$ cat config.mk
export PLATFORM = sky130hd
export DESIGN_NAME = acc_alu
export DESIGN_NICKNAME = d
export VERILOG_FILES = /design/src/include/acc_alu_pkg.sv /design/src/verilog/acc_alu.sv
export SDC_FILE = /design/constraint.sdc
export NUM_CORES = 1
export LEC_CHECK = 0
export ABC_AREA = 1
export BUFFER_PORTS_ARGS = -buffer_cell sky130_fd_sc_hd__buf_2
export CORE_UTILIZATION = 40
export DETAILED_ROUTE_END_ITERATION = 8
export GPL_ROUTABILITY_DRIVEN = 0
export GPL_TIMING_DRIVEN = 0
export PLACE_DENSITY = 0.75
export SYNTH_ARGS = -nofsm -noshare
export SYNTH_HDL_FRONTEND = slang
export SYNTH_SLANG_ARGS = --single-unit
$ cat constraint.sdc
create_clock -name sys_clk -period 2.8 [get_ports sys_clk]
set_clock_uncertainty 0.15 [all_clocks]
set_input_delay 0.42 -clock sys_clk [delete_from_list [all_inputs] [get_ports sys_clk]]
set_output_delay 0.42 -clock sys_clk [all_outputs]
set_load 0.005 [all_outputs]
$ cat src/include/acc_alu_pkg.sv
// constants for the accumulator add and logic slice
// assumes a ten-bit instruction word and four-bit data path
package acc_alu_pkg;
    localparam int         INSN_W       = 10;
    localparam int         NIB_W        = 4;
    localparam int         IMM_W        = 4;
    localparam int         OPC_LSB      = 4;
    localparam logic [5:0] OP_ADD_IMM   = 6'h06;
    localparam logic [9:0] OP_ADD_MEM   = 10'h00A;
    localparam logic [9:0] OP_ADD_MEMC  = 10'h00B;
    localparam logic [9:0] OP_AND_MEM   = 10'h018;
    localparam logic [3:0] ACC_RESET    = 4'h0;
    localparam logic       CARRY_RESET  = 1'b0;

    typedef enum {
        OP_NONE,
        OP_ADDI,
        OP_ADDM,
        OP_ADDMC,
        OP_ANDM
    } op_type;
endpackage : acc_alu_pkg

$ cat src/verilog/acc_alu.sv
// accumulator slice: add immediate, add memory, add memory with carry, and memory
// assumes insn_valid marks one instruction per cycle and mem_nibble is the memory at
// pointer for that same cycle; skip sequencing lives outside
//
// How it works
// - add-immediate is code 000110 plus a four-bit value, added in one cycle
// - add-immediate keeps carry and writes the truncated four-bit sum
// - add-immediate asks a skip of the next instruction when no overflow
// - add-memory, code 0000001010, adds memory at pointer into the accumulator, no skip
// - add-memory leaves the carry flag as it was
// - add-memory-with-carry, code 0000001011, adds memory at pointer and carry
// - and-memory, code 0000011000, ands memory into accumulator, carry kept, no skip
`timescale 1ns/10ps
module acc_alu
    import acc_alu_pkg::*;
(
    // clock and reset
    input  wire logic              sys_clk,
    input  wire logic              rst_n,
    // instruction in
    input  wire logic              insn_valid,
    input  wire logic [INSN_W-1:0] insn_word,
    input  wire logic [NIB_W-1:0]  mem_nibble,
    // state out
    output logic      [NIB_W-1:0]  accumulator,
    output logic                   carry_flag,
    output logic                   skip_next
);

    ////////////////////////////////////////////////////////////////////////////
    // decode

    function automatic op_type decode(input logic [INSN_W-1:0] w);
        op_type r;
        r = OP_NONE;
        if (w[INSN_W-1:OPC_LSB] == OP_ADD_IMM)
            r = OP_ADDI;
        else if (w == OP_ADD_MEM)
            r = OP_ADDM;
        else if (w == OP_ADD_MEMC)
            r = OP_ADDMC;
        else if (w == OP_AND_MEM)
            r = OP_ANDM;
        return r;
    endfunction : decode

    // one adder shape for all three sums, so the carry out always sits at bit NIB_W
    function automatic logic [NIB_W:0] add_nibbles(
        input logic [NIB_W-1:0] a,
        input logic [NIB_W-1:0] b,
        input logic             c
    );
        return {1'b0, a} + {1'b0, b} + {{NIB_W{1'b0}}, c};
    endfunction : add_nibbles

    op_type           op;
    logic [NIB_W-1:0] imm;
    logic [NIB_W-1:0] and_bits;
    logic [NIB_W:0]   sum_imm;
    logic [NIB_W:0]   sum_mem;
    logic [NIB_W:0]   sum_memc;
    logic [NIB_W-1:0] acc_q, acc_d;
    logic             cy_q, cy_d;
    logic             skip_q, skip_d;

    assign op  = insn_valid ? decode(insn_word) : OP_NONE;
    assign imm = insn_word[IMM_W-1:0];

    ////////////////////////////////////////////////////////////////////////////
    // elaboration checks
    // the decoder splits the word into a six-bit opcode and the immediate field

    if (INSN_W - OPC_LSB != $bits(OP_ADD_IMM)) begin : g_bad_opcode_split
        $error("opcode field does not fill the upper word bits");
    end
    if (IMM_W != NIB_W) begin : g_bad_imm_width
        $error("immediate field must match the data width");
    end
    if (OPC_LSB != IMM_W) begin : g_bad_imm_place
        $error("immediate field must sit at the bottom of the word");
    end
    if ($bits(OP_ADD_MEM) != INSN_W) begin : g_bad_code_width
        $error("full codes must be as wide as the word");
    end

    ////////////////////////////////////////////////////////////////////////////
    // operands
    // all three sums run every cycle; one shared adder would need a mux in the carry path

    for (genvar b = 0; b < NIB_W; b++) begin : g_and_bit
        assign and_bits[b] = acc_q[b] & mem_nibble[b];
    end

    assign sum_imm  = add_nibbles(acc_q, imm, 1'b0);
    assign sum_mem  = add_nibbles(acc_q, mem_nibble, 1'b0);
    assign sum_memc = add_nibbles(acc_q, mem_nibble, cy_q);

    ////////////////////////////////////////////////////////////////////////////
    // accumulator and carry

    always_comb begin
        acc_d = acc_q;
        cy_d  = cy_q;
        unique case (op)
            OP_ADDI: begin
                acc_d = sum_imm[NIB_W-1:0];
            end
            OP_ADDM: begin
                acc_d = sum_mem[NIB_W-1:0];
            end
            OP_ADDMC: begin
                acc_d = sum_memc[NIB_W-1:0];
                cy_d  = sum_memc[NIB_W];
            end
            OP_ANDM: begin
                acc_d = and_bits;
            end
            OP_NONE: begin
            end
        endcase
    end

    always_ff @(posedge sys_clk) begin
        if (!rst_n) begin
            acc_q <= ACC_RESET;
            cy_q  <= CARRY_RESET;
        end else begin
            acc_q <= acc_d;
            cy_q  <= cy_d;
        end
    end

    ////////////////////////////////////////////////////////////////////////////
    // skip request
    // only reported here; the sequencer outside drops the next word

    always_comb begin
        skip_d = (op == OP_ADDI) && !sum_imm[NIB_W];
    end

    always_ff @(posedge sys_clk) begin
        if (!rst_n) begin
            skip_q <= 1'b0;
        end else begin
            skip_q <= skip_d;
        end
    end

    assign accumulator = acc_q;
    assign carry_flag  = cy_q;
    assign skip_next   = skip_q;
endmodule : acc_alu

==> impl_metrics.yaml, run 1 <==
run_status:
  status: "completed"
power:
  power.leakage_nw: 0.586
  p_total_mw: 0.231
  powerDensity_nw_per_um2: 207
  ir_drop_uv: 267
clocking:
  worstSkewPairLatency_ns: 0.25
  cts_tree: "built"
  clkTransAtPathRegs_ns: 0.05
  cts_resized: 0
  cts_buffers: 3
  postCtsSetupRepairBufs: 0
  clockBufferDepth: 2
  cts_hold_buf: 0
  cts-root-buf: "clkbuf_4"
  cts_sinks: 6
  htree_levels: 1
placement:
  io_buffers: 22
  dpl.hpwl_mm: 1.94
  placed_area_um2: 1090
  dp_slack_ns: 0.489
synth:
  synth_edf_count: 0
  synth_area_um2: 947
  yosysMostFrequentCell: "inv_1"
  synth_area_per_cell_um2: 6.40
  synth_nets: 177
  synth_warnings: 0
  synth_area_leader_cell: "ha_1"
  ys_top_cells_by_count: "inv_1, nand2_1, nor2_1, nand3_1, ha_1"
  synth_seq_area_share_pct: 12.7
  synth_cell_type_count: 26
  synth.top_cell.area_share_pct: 13.2
  synthCells: 148
  yosys_register_bits: 6
  async_reset_ff_share_pct: 0
  synth_area_leaders: "ha_1, dfxtp_1, inv_1"
  ys.flop_type: "dfxtp_1"
global_route:
  antenna_found_initial: 0
  grt_pass1_vias: 908
  use_met3_pct: 1.82
  gr-usage-met1_pct: 22.9
  busiest_layer: "met2"
  grt-ovfl-total: 0
  grt.total_usage_pct: 19.2
  grt_pass1_wl_mm: 3.77
  grt_max_degree: 8
  use_met2_pct: 35.8
floorplan:
  die_x_um: 50.7
  die_y_um: 50.7
  io_pins: 23
  coreArea_um2: 2210
  dieArea_um2: 2570
  initial_core_util_pct: 42.8
  rows: 17
timing:
  setup-violations-final: 0
  tightest_slew_ns: 0.299
  rsz0062_at_grt: "no"
  final_hold_viol_count: 0
  max_freq_mhz: 465
  setup_tns_ns: 0
  relSlewSlack_pct: 80.0
  period_needed_ns: 2.15
  timing.final.ws_setup_ns: 0.651
  slew_violations: 0
  post-route-period-util_pct: 76.7
setup_path:
  ff2ff_path_depth: 9
  endpoint_kind: "flip-flop"
  crit_end: "accumulator[2]$_SDFFE_PN0P_"
  crit_fanout: 4
  cp.arrival_ns: 2.17
  crit_path_start_kind: "flip-flop"
  r2r_setup_slack_ns: 0.65
  criticalPathCategory: "reg2reg"
  cp.required_ns: 2.83
  worstReg2RegEnd: "accumulator[2]$_SDFFE_PN0P_"
  critPathLaunch: "accumulator[0]$_SDFFE_PN0P_"
  r2r_start: "accumulator[0]$_SDFFE_PN0P_"
worst_hold_path:
  hold_class: "in2reg"
layout:
  stdcell_area_um2: 1110
  syn2layout_area_growth_pct: 17.7
  antennaDiodeCount: 0
  num-fill-cells: 231
  drive_gt1_share_pct: 27.7
  final_util_pct: 50.4
  nets: 204
routing:
  drc: 0
  drtIter0Drc: 18
  wl_per_cell_um: 11.0
  ant_nets: 0
  vias: 1015
  via_per_inst: 5.05
  dr.pass1.iters: 4
  wirelength_mm: 2.22
flow_run:
  max_cap_violations: 0
## stage by stage
step	hold slack, ns	instances
detailed placement	0.430	198
finish	0.315	201
floorplan	0.373	148
global placement	0.420	198
CTS	0.310	201
global route	0.318	201
## cell usage in the layout (no fill, tap or decap), types with 3 or more instances in the layout
cell,n
nand3_1,11
nand4_1,3
ha_1,10
nand2_2,5
nand3_2,5
o21ai_0,6
clkbuf_4,3
a21oi_1,6
inv_1,28
nor2_1,20
nor2_2,3
nand2_1,26
buf_2,22
nor2_4,4
dfxtp_1,6
## registers in the layout, indices dropped and copies added (netlist names)
name and cells:
accumulator 4, carry_flag 1, skip_next 1
## cell type report
class                   count  area, um2  area share, %
multi-input cells         113        718           64.4
flip-flops and latches      6        120           10.8
repair buffers             22        110           9.88
inverters                  29        109           9.76
well taps                  28       35.0           3.14
clock buffers               3       22.5           2.02
## critical path, cell delays in order (launching register included)
cell     delay, ns
dfxtp_1       0.38
ha_1          0.23
fa_1          0.48
ha_1          0.27
xor2_1        0.17
nor2_1        0.10
nor2_1        0.05
nand2_1       0.08
nand2_1       0.07
a21oi_2       0.11
## per-layer routing
metal | wire length, um | share of wire [%] | vias to the layer above
met3 | 56 | 2.5 | 2
met5 | 0 | 0 | -
met1 | 948 | 43 | 470
li1 | - | - | 525
met4 | 19 | 0.86 | 0
met2 | 1200 | 54 | 18
## worst min-delay path by stage
| stage | from | endpoint | slack [ns] | depth (start not counted) |
|---|---|---|---|---|
| 2_1_floorplan | accumulator[2]$_SDFFE_PN0P_ | accumulator[2]$_SDFFE_PN0P_ | 0.37 | 2 |
| 3_3_place_gp | accumulator[2]$_SDFFE_PN0P_ | accumulator[2]$_SDFFE_PN0P_ | 0.42 | 2 |
| 3_5_place_dp | accumulator[2]$_SDFFE_PN0P_ | accumulator[2]$_SDFFE_PN0P_ | 0.43 | 2 |
| 4_1_cts | rst_n | accumulator[0]$_SDFFE_PN0P_ | 0.31 | 3 |
| 5_1_grt | rst_n | accumulator[0]$_SDFFE_PN0P_ | 0.32 | 3 |
| 6_report | rst_n | accumulator[0]$_SDFFE_PN0P_ | 0.32 | 3 |
## where the power goes
| part | total (mW) | internal, mW | switching [mW] |
|---|---|---|---|
| clock | 0.0797 | 0.0485 | 0.0312 |
| combinational | 0.0642 | 0.0247 | 0.0395 |
| sequential | 0.0870 | 0.0862 | 0.000752 |
| total | 0.231 | 0.159 | 0.0715 |
## kinds of logic (layout without fill, tap and decap cells)
| logic type | after synthesis | in the layout | share of synthesized area, % |
|---|---|---|---|
| AOI/OAI and AO/OA | 17 | 17 | 11.2 |
| xor gates and xnor gates | 2 | 2 | 1.85 |
| adders and majority gates | 12 | 12 | 17.4 |
| buffers and inverters | 29 | 54 | 11.5 |
| DFF | 6 | 6 | 12.7 |
| and+or+nand+nor | 82 | 82 | 45.3 |
(Power assumes the default switching activity.)
==> inputs of run 2 (changes only) <==
==> constraint.sdc (replaced) <==
create_clock -name sys_clk -period 2.2 [get_ports sys_clk]
set_clock_uncertainty 0.15 [all_clocks]
set_input_delay 0.33 -clock sys_clk [delete_from_list [all_inputs] [get_ports sys_clk]]
set_output_delay 0.33 -clock sys_clk [all_outputs]
set_load 0.005 [all_outputs]
==> run 2 against run 1 <==
Effect of this change:
- clock-buffer cell count unchanged
- core utilization increased by 0.57 points
- power up 28%
- final cell count is the same
- critical endpoint unchanged
- first-iteration DRC count shrank 17%
- largest power group unchanged
==> impl_metrics.yaml, run 2 (synthesis gave the netlist of run 1 again) <==
setup_path:
  crit_chain: "ha_2, fa_2, ha_1, xor2_1, nor2_1, nor2_1, nand2_1, nand2_1, a21oi_2"
  crit_buf_inv: 0
  crit_path_start_kind: "flip-flop"
  crit_end: "accumulator[2]$_SDFFE_PN0P_"
  worstReg2RegEnd: "accumulator[2]$_SDFFE_PN0P_"
  cp.required_ns: 2.23
  cp_top_family: "adder cells"
  slowest_delay_ns: 0.47
  crit_fanout: 4
  endpoint_kind: "flip-flop"
  critPathLaunch: "accumulator[0]$_SDFFE_PN0P_"
  cp_num_cells: 9
  cp.arrival_ns: 2.09
  ff2ff_path_depth: 9
  criticalPathCategory: "reg2reg"
  critPathSlowestCell: "fa_2"
  r2r_setup_slack_ns: 0.13
  r2r_start: "accumulator[0]$_SDFFE_PN0P_"
clocking:
  worstSkewPairLatency_ns: 0.25
  cts_hold_buf: 0
  htree_levels: 1
  clkTransAtPathRegs_ns: 0.05
  clockBufferDepth: 2
  cts-root-buf: "clkbuf_4"
  cts_buffers: 3
  cts_sinks: 6
  cts_tree: "built"
routing:
  via_per_inst: 5.08
  wl_per_cell_um: 11.2
  vias: 1022
  wirelength_mm: 2.25
  drc: 0
  ant_nets: 0
  dr.pass1.iters: 4
  drtIter0Drc: 15
power:
  ir_drop_uv: 340
  p_total_mw: 0.295
  powerDensity_nw_per_um2: 262
  power.leakage_nw: 0.582
layout:
  num-fill-cells: 228
  final_util_pct: 51.0
  final_common_cell: "inv_1"
  syn2layout_area_growth_pct: 19.0
  stdcell_area_um2: 1130
  final_cell_mix: "inv_1, nand2_1, buf_2"
  drive_gt1_share_pct: 30.6
  largest_register_ffs: 4
  antennaDiodeCount: 0
  nets: 204
worst_hold_path:
  hold_class: "in2reg"
  min_delay_path_depth: 3
placement:
  dpl.hpwl_mm: 1.94
  io_buffers: 22
  placed_area_um2: 1090
floorplan:
  dieArea_um2: 2570
  die_y_um: 50.7
  initial_core_util_pct: 42.8
  coreArea_um2: 2210
  io_pins: 23
  die_x_um: 50.7
  rows: 17
global_route:
  grt_max_degree: 8
  grt.total_usage_pct: 19.2
  grt_pass1_vias: 908
  grt-ovfl-total: 0
  antenna_found_initial: 0
  grt_pass1_wl_mm: 3.77
timing:
  period_needed_ns: 2.07
  rsz0062_at_grt: "no"
  final_hold_viol_count: 0
  whs_ns: 0.225
  post-route-period-util_pct: 94.0
  setup-violations-final: 0
  slew_violations: 0
  max_freq_mhz: 483
  setup_tns_ns: 0
  tightest_slew_ns: 0.299
  relSlewSlack_pct: 80.0
run_status:
  status: "completed"
flow_run:
  max_cap_violations: 0
==> run 2: per-layer routing <==
metal	up-vias	GRT usage, %	part of all wire, %
met5	-	0	0
met4	0	5.56	0.84
met3	2	1.82	3.2
met2	26	35.8	54
met1	471	22.9	42
li1	523	-	-
==> run 2: worst min-delay path by stage <==
stage,to,from,slack (ns)
after floorplan,accumulator[0]$_SDFFE_PN0P_,rst_n,0.32
after global placement,accumulator[2]$_SDFFE_PN0P_,accumulator[2]$_SDFFE_PN0P_,0.42
after detailed placement,accumulator[2]$_SDFFE_PN0P_,accumulator[2]$_SDFFE_PN0P_,0.43
after CTS,accumulator[0]$_SDFFE_PN0P_,rst_n,0.22
after global routing,accumulator[0]$_SDFFE_PN0P_,rst_n,0.22
final,accumulator[0]$_SDFFE_PN0P_,rst_n,0.23
==> run 2: where the power goes <==
group          switching (mW)  internal (mW)  total, mW
Combinational          0.0508         0.0319     0.0827
Sequential           0.000992          0.110      0.111
Clock                  0.0397         0.0617      0.101
Total                  0.0915          0.203      0.295
==> run 2: metrics by stage <==
step | worst slack, ns | std cells
floorplan | 0.246 | 148
global placement | -0.0249 | 198
detailed placement | -0.0213 | 198
CTS | 0.0616 | 201
global route | 0.0249 | 201
finish | 0.132 | 201
==> run 2: worst register-to-register path: stages (launching register included) <==
cell and delay [ns]:
dfxtp_2 0.35, ha_2 0.21, fa_2 0.47, ha_1 0.26, xor2_1 0.17, nor2_1 0.10, nor2_1 0.05, nand2_1 0.07
nand2_1 0.06, a21oi_2 0.11
==> run 2: timing repair <==
action / CTS / global route
resized for setup: 0 / 5
setup endpoints to repair: 0 / 2
buffers inserted: 0 / 0
==> run 2: cell type report <==
type                            instances  area [um2]  area share (%)
Multi-Input combinational cell        113         729            64.7
Sequential cell                         6         121            10.8
Timing Repair Buffer                   22         110            9.77
Inverter                               29         109            9.66
Tap cell                               28        35.0            3.11
Clock buffer                            3        22.5            2.00
==> inputs of run 3 (changes only) <==
--- a/config.mk
+++ b/config.mk
@@ -7,11 +7,11 @@
 export LEC_CHECK = 0
 export ABC_AREA = 1
 export BUFFER_PORTS_ARGS = -buffer_cell sky130_fd_sc_hd__buf_2
-export CORE_UTILIZATION = 40
+export CORE_UTILIZATION = 53
 export DETAILED_ROUTE_END_ITERATION = 8
 export GPL_ROUTABILITY_DRIVEN = 0
 export GPL_TIMING_DRIVEN = 0
-export PLACE_DENSITY = 0.75
+export PLACE_DENSITY = 0.91
 export SYNTH_ARGS = -nofsm -noshare
 export SYNTH_HDL_FRONTEND = slang
 export SYNTH_SLANG_ARGS = --single-unit
==> run 3 against run 2 <==
Effect of this change:
- power rose by 1.9%
- core utilization rose by 20 points
- sequential power barely moved
- die area fell by 24%
- via count rose by 1.5%
- clock power barely moved
- global-route usage rose by 11 points
- combinational power rose by 3.4%
- sequential cell count did not move
- routed wire length rose by 10%
- non-clock buffer count did not move
- largest cell class unchanged
==> impl_metrics.yaml, run 3 (synthesis gave the netlist of run 1 again) <==
timing:
  slew_violations: 0
  relSlewSlack_pct: 81.5
  setup-violations-final: 0
  post-route-period-util_pct: 94.3
  period_needed_ns: 2.08
  tightest_slew_ns: 0.278
  rsz0062_at_grt: "no"
  final_hold_viol_count: 0
  max_freq_mhz: 482
placement:
  dpl.hpwl_mm: 1.99
  placedCellCount: 194
  io_buffers: 22
power:
  power.leakage_nw: 0.583
  powerDensity_nw_per_um2: 266
  ir_drop_uv: 297
clocking:
  clockBufferDepth: 2
  htree_levels: 1
  worstSkewPairLatency_ns: 0.25
  cts_hold_buf: 0
  cts_buffers: 3
  cts_sinks: 6
  cts-root-buf: "clkbuf_4"
  cts_tree: "built"
  clkTransAtPathRegs_ns: 0.05
  postCtsSetupRepairBufs: 0
floorplan:
  die_y_um: 44.3
  rows: 14
  io_pins: 23
  die_x_um: 44.3
  coreArea_um2: 1590
  dieArea_um2: 1960
  initial_core_util_pct: 59.4
layout:
  num-fill-cells: 122
  final_common_cell: "inv_1"
  largest_register_ffs: 4
  antennaDiodeCount: 0
  instances_no_fill: 197
  drive_gt1_share_pct: 30.1
  nets: 204
  final_cell_mix: "inv_1, nand2_1, buf_2"
  syn2layout_area_growth_pct: 19.3
  final_util_pct: 70.9
  ff_latch_area_um2: 121
  multiInputGateArea_um2: 737
setup_path:
  cp.required_ns: 2.23
  criticalPathCategory: "reg2reg"
  cp_top_family: "adder cells"
  critPathSlowestCell: "fa_2"
  cp.arrival_ns: 2.11
  crit_path_start_kind: "flip-flop"
  endpoint_kind: "flip-flop"
  slowest_delay_ns: 0.47
  crit_buf_inv: 0
  crit_fanout: 4
  crit_chain: "ha_4, fa_2, ha_1, xor2_1, nor2_1, nor2_1, nand2_1, nand2_1, a21oi_2"
routing:
  wirelength_mm: 2.48
  drtIter0Drc: 31
  via_per_inst: 5.26
  drc: 0
  vias: 1037
  dr.pass1.iters: 4
  wl_per_cell_um: 12.6
  ant_nets: 0
global_route:
  grt.total_usage_pct: 30.1
  grt_pass1_wl_mm: 4.42
  grt_max_degree: 8
  gr-usage-met1_pct: 32.4
  use_met2_pct: 56.8
  grt-ovfl-total: 0
  use_met3_pct: 4.49
  antenna_found_initial: 0
  busiest_layer: "met2"
  grt_pass1_vias: 1121
flow_run:
  max_cap_violations: 0
worst_hold_path:
  hold_class: "in2reg"
run_status:
  status: "completed"
run 3: final timing paths:
kind	startpoint	to	slack [ns]	depth (start not counted)
min	rst_n	accumulator[3]$_SDFFE_PN0P_	0.23	3
max reg2reg	accumulator[0]$_SDFFE_PN0P_	accumulator[2]$_SDFFE_PN0P_	0.12	9
min reg2reg	accumulator[2]$_SDFFE_PN0P_	accumulator[2]$_SDFFE_PN0P_	0.43	2
max	accumulator[0]$_SDFFE_PN0P_	accumulator[2]$_SDFFE_PN0P_	0.12	9
run 3: final cells by class:
cell class | count | area share [%]
Timing Repair Buffer | 22 | 9.75
Clock buffer | 3 | 1.99
Sequential cell | 6 | 10.7
Multi-Input combinational cell | 113 | 65.2
Inverter | 29 | 9.63
Tap cell | 24 | 2.66
run 3: metal layers:
| metal | vias to the layer above | share of wire, % |
|---|---|---|
| met4 | 0 | 1.2 |
| met2 | 26 | 52 |
| li1 | 526 | - |
| met1 | 481 | 42 |
| met3 | 4 | 3.9 |
| met5 | - | 0 |
run 3: stage by stage:
stage               worst slack, ns  instance area, um2  power [mW]  TNS [ns]  hold slack, ns
global route                 0.0210                1130       0.321         0           0.253
detailed placement          -0.0487                1090       0.194   -0.0487           0.417
global placement            -0.0199                1090       0.189   -0.0199           0.411
finish                        0.124                1130       0.300         0           0.227
floorplan                     0.246                 947       0.162         0           0.318
CTS                          0.0171                1110       0.299         0           0.223
run 3: where the power goes:
group | total, mW | internal, mW | switching [mW]
clock network | 0.104 | 0.0619 | 0.0422
logic | 0.0855 | 0.0323 | 0.0532
registers | 0.111 | 0.110 | 0.00102
total | 0.300 | 0.204 | 0.0964
run 3: worst register-to-register path: cells and delay by family (launching register included):
family	cells	cell delay (ns)
AND/OR/NAND/NOR	4	0.29
flip-flops	1	0.38
XOR/XNOR	1	0.17
adder cells (fa/ha/maj)	3	0.90
AO/OA/AOI/OAI	1	0.12
run 3: what timing repair did:
| action | 4_1_cts | 5_1_grt |
|---|---|---|
| pin swaps | 0 | 0 |
| resized for setup | 1 | 4 |
| setup endpoints to repair | 1 | 2 |
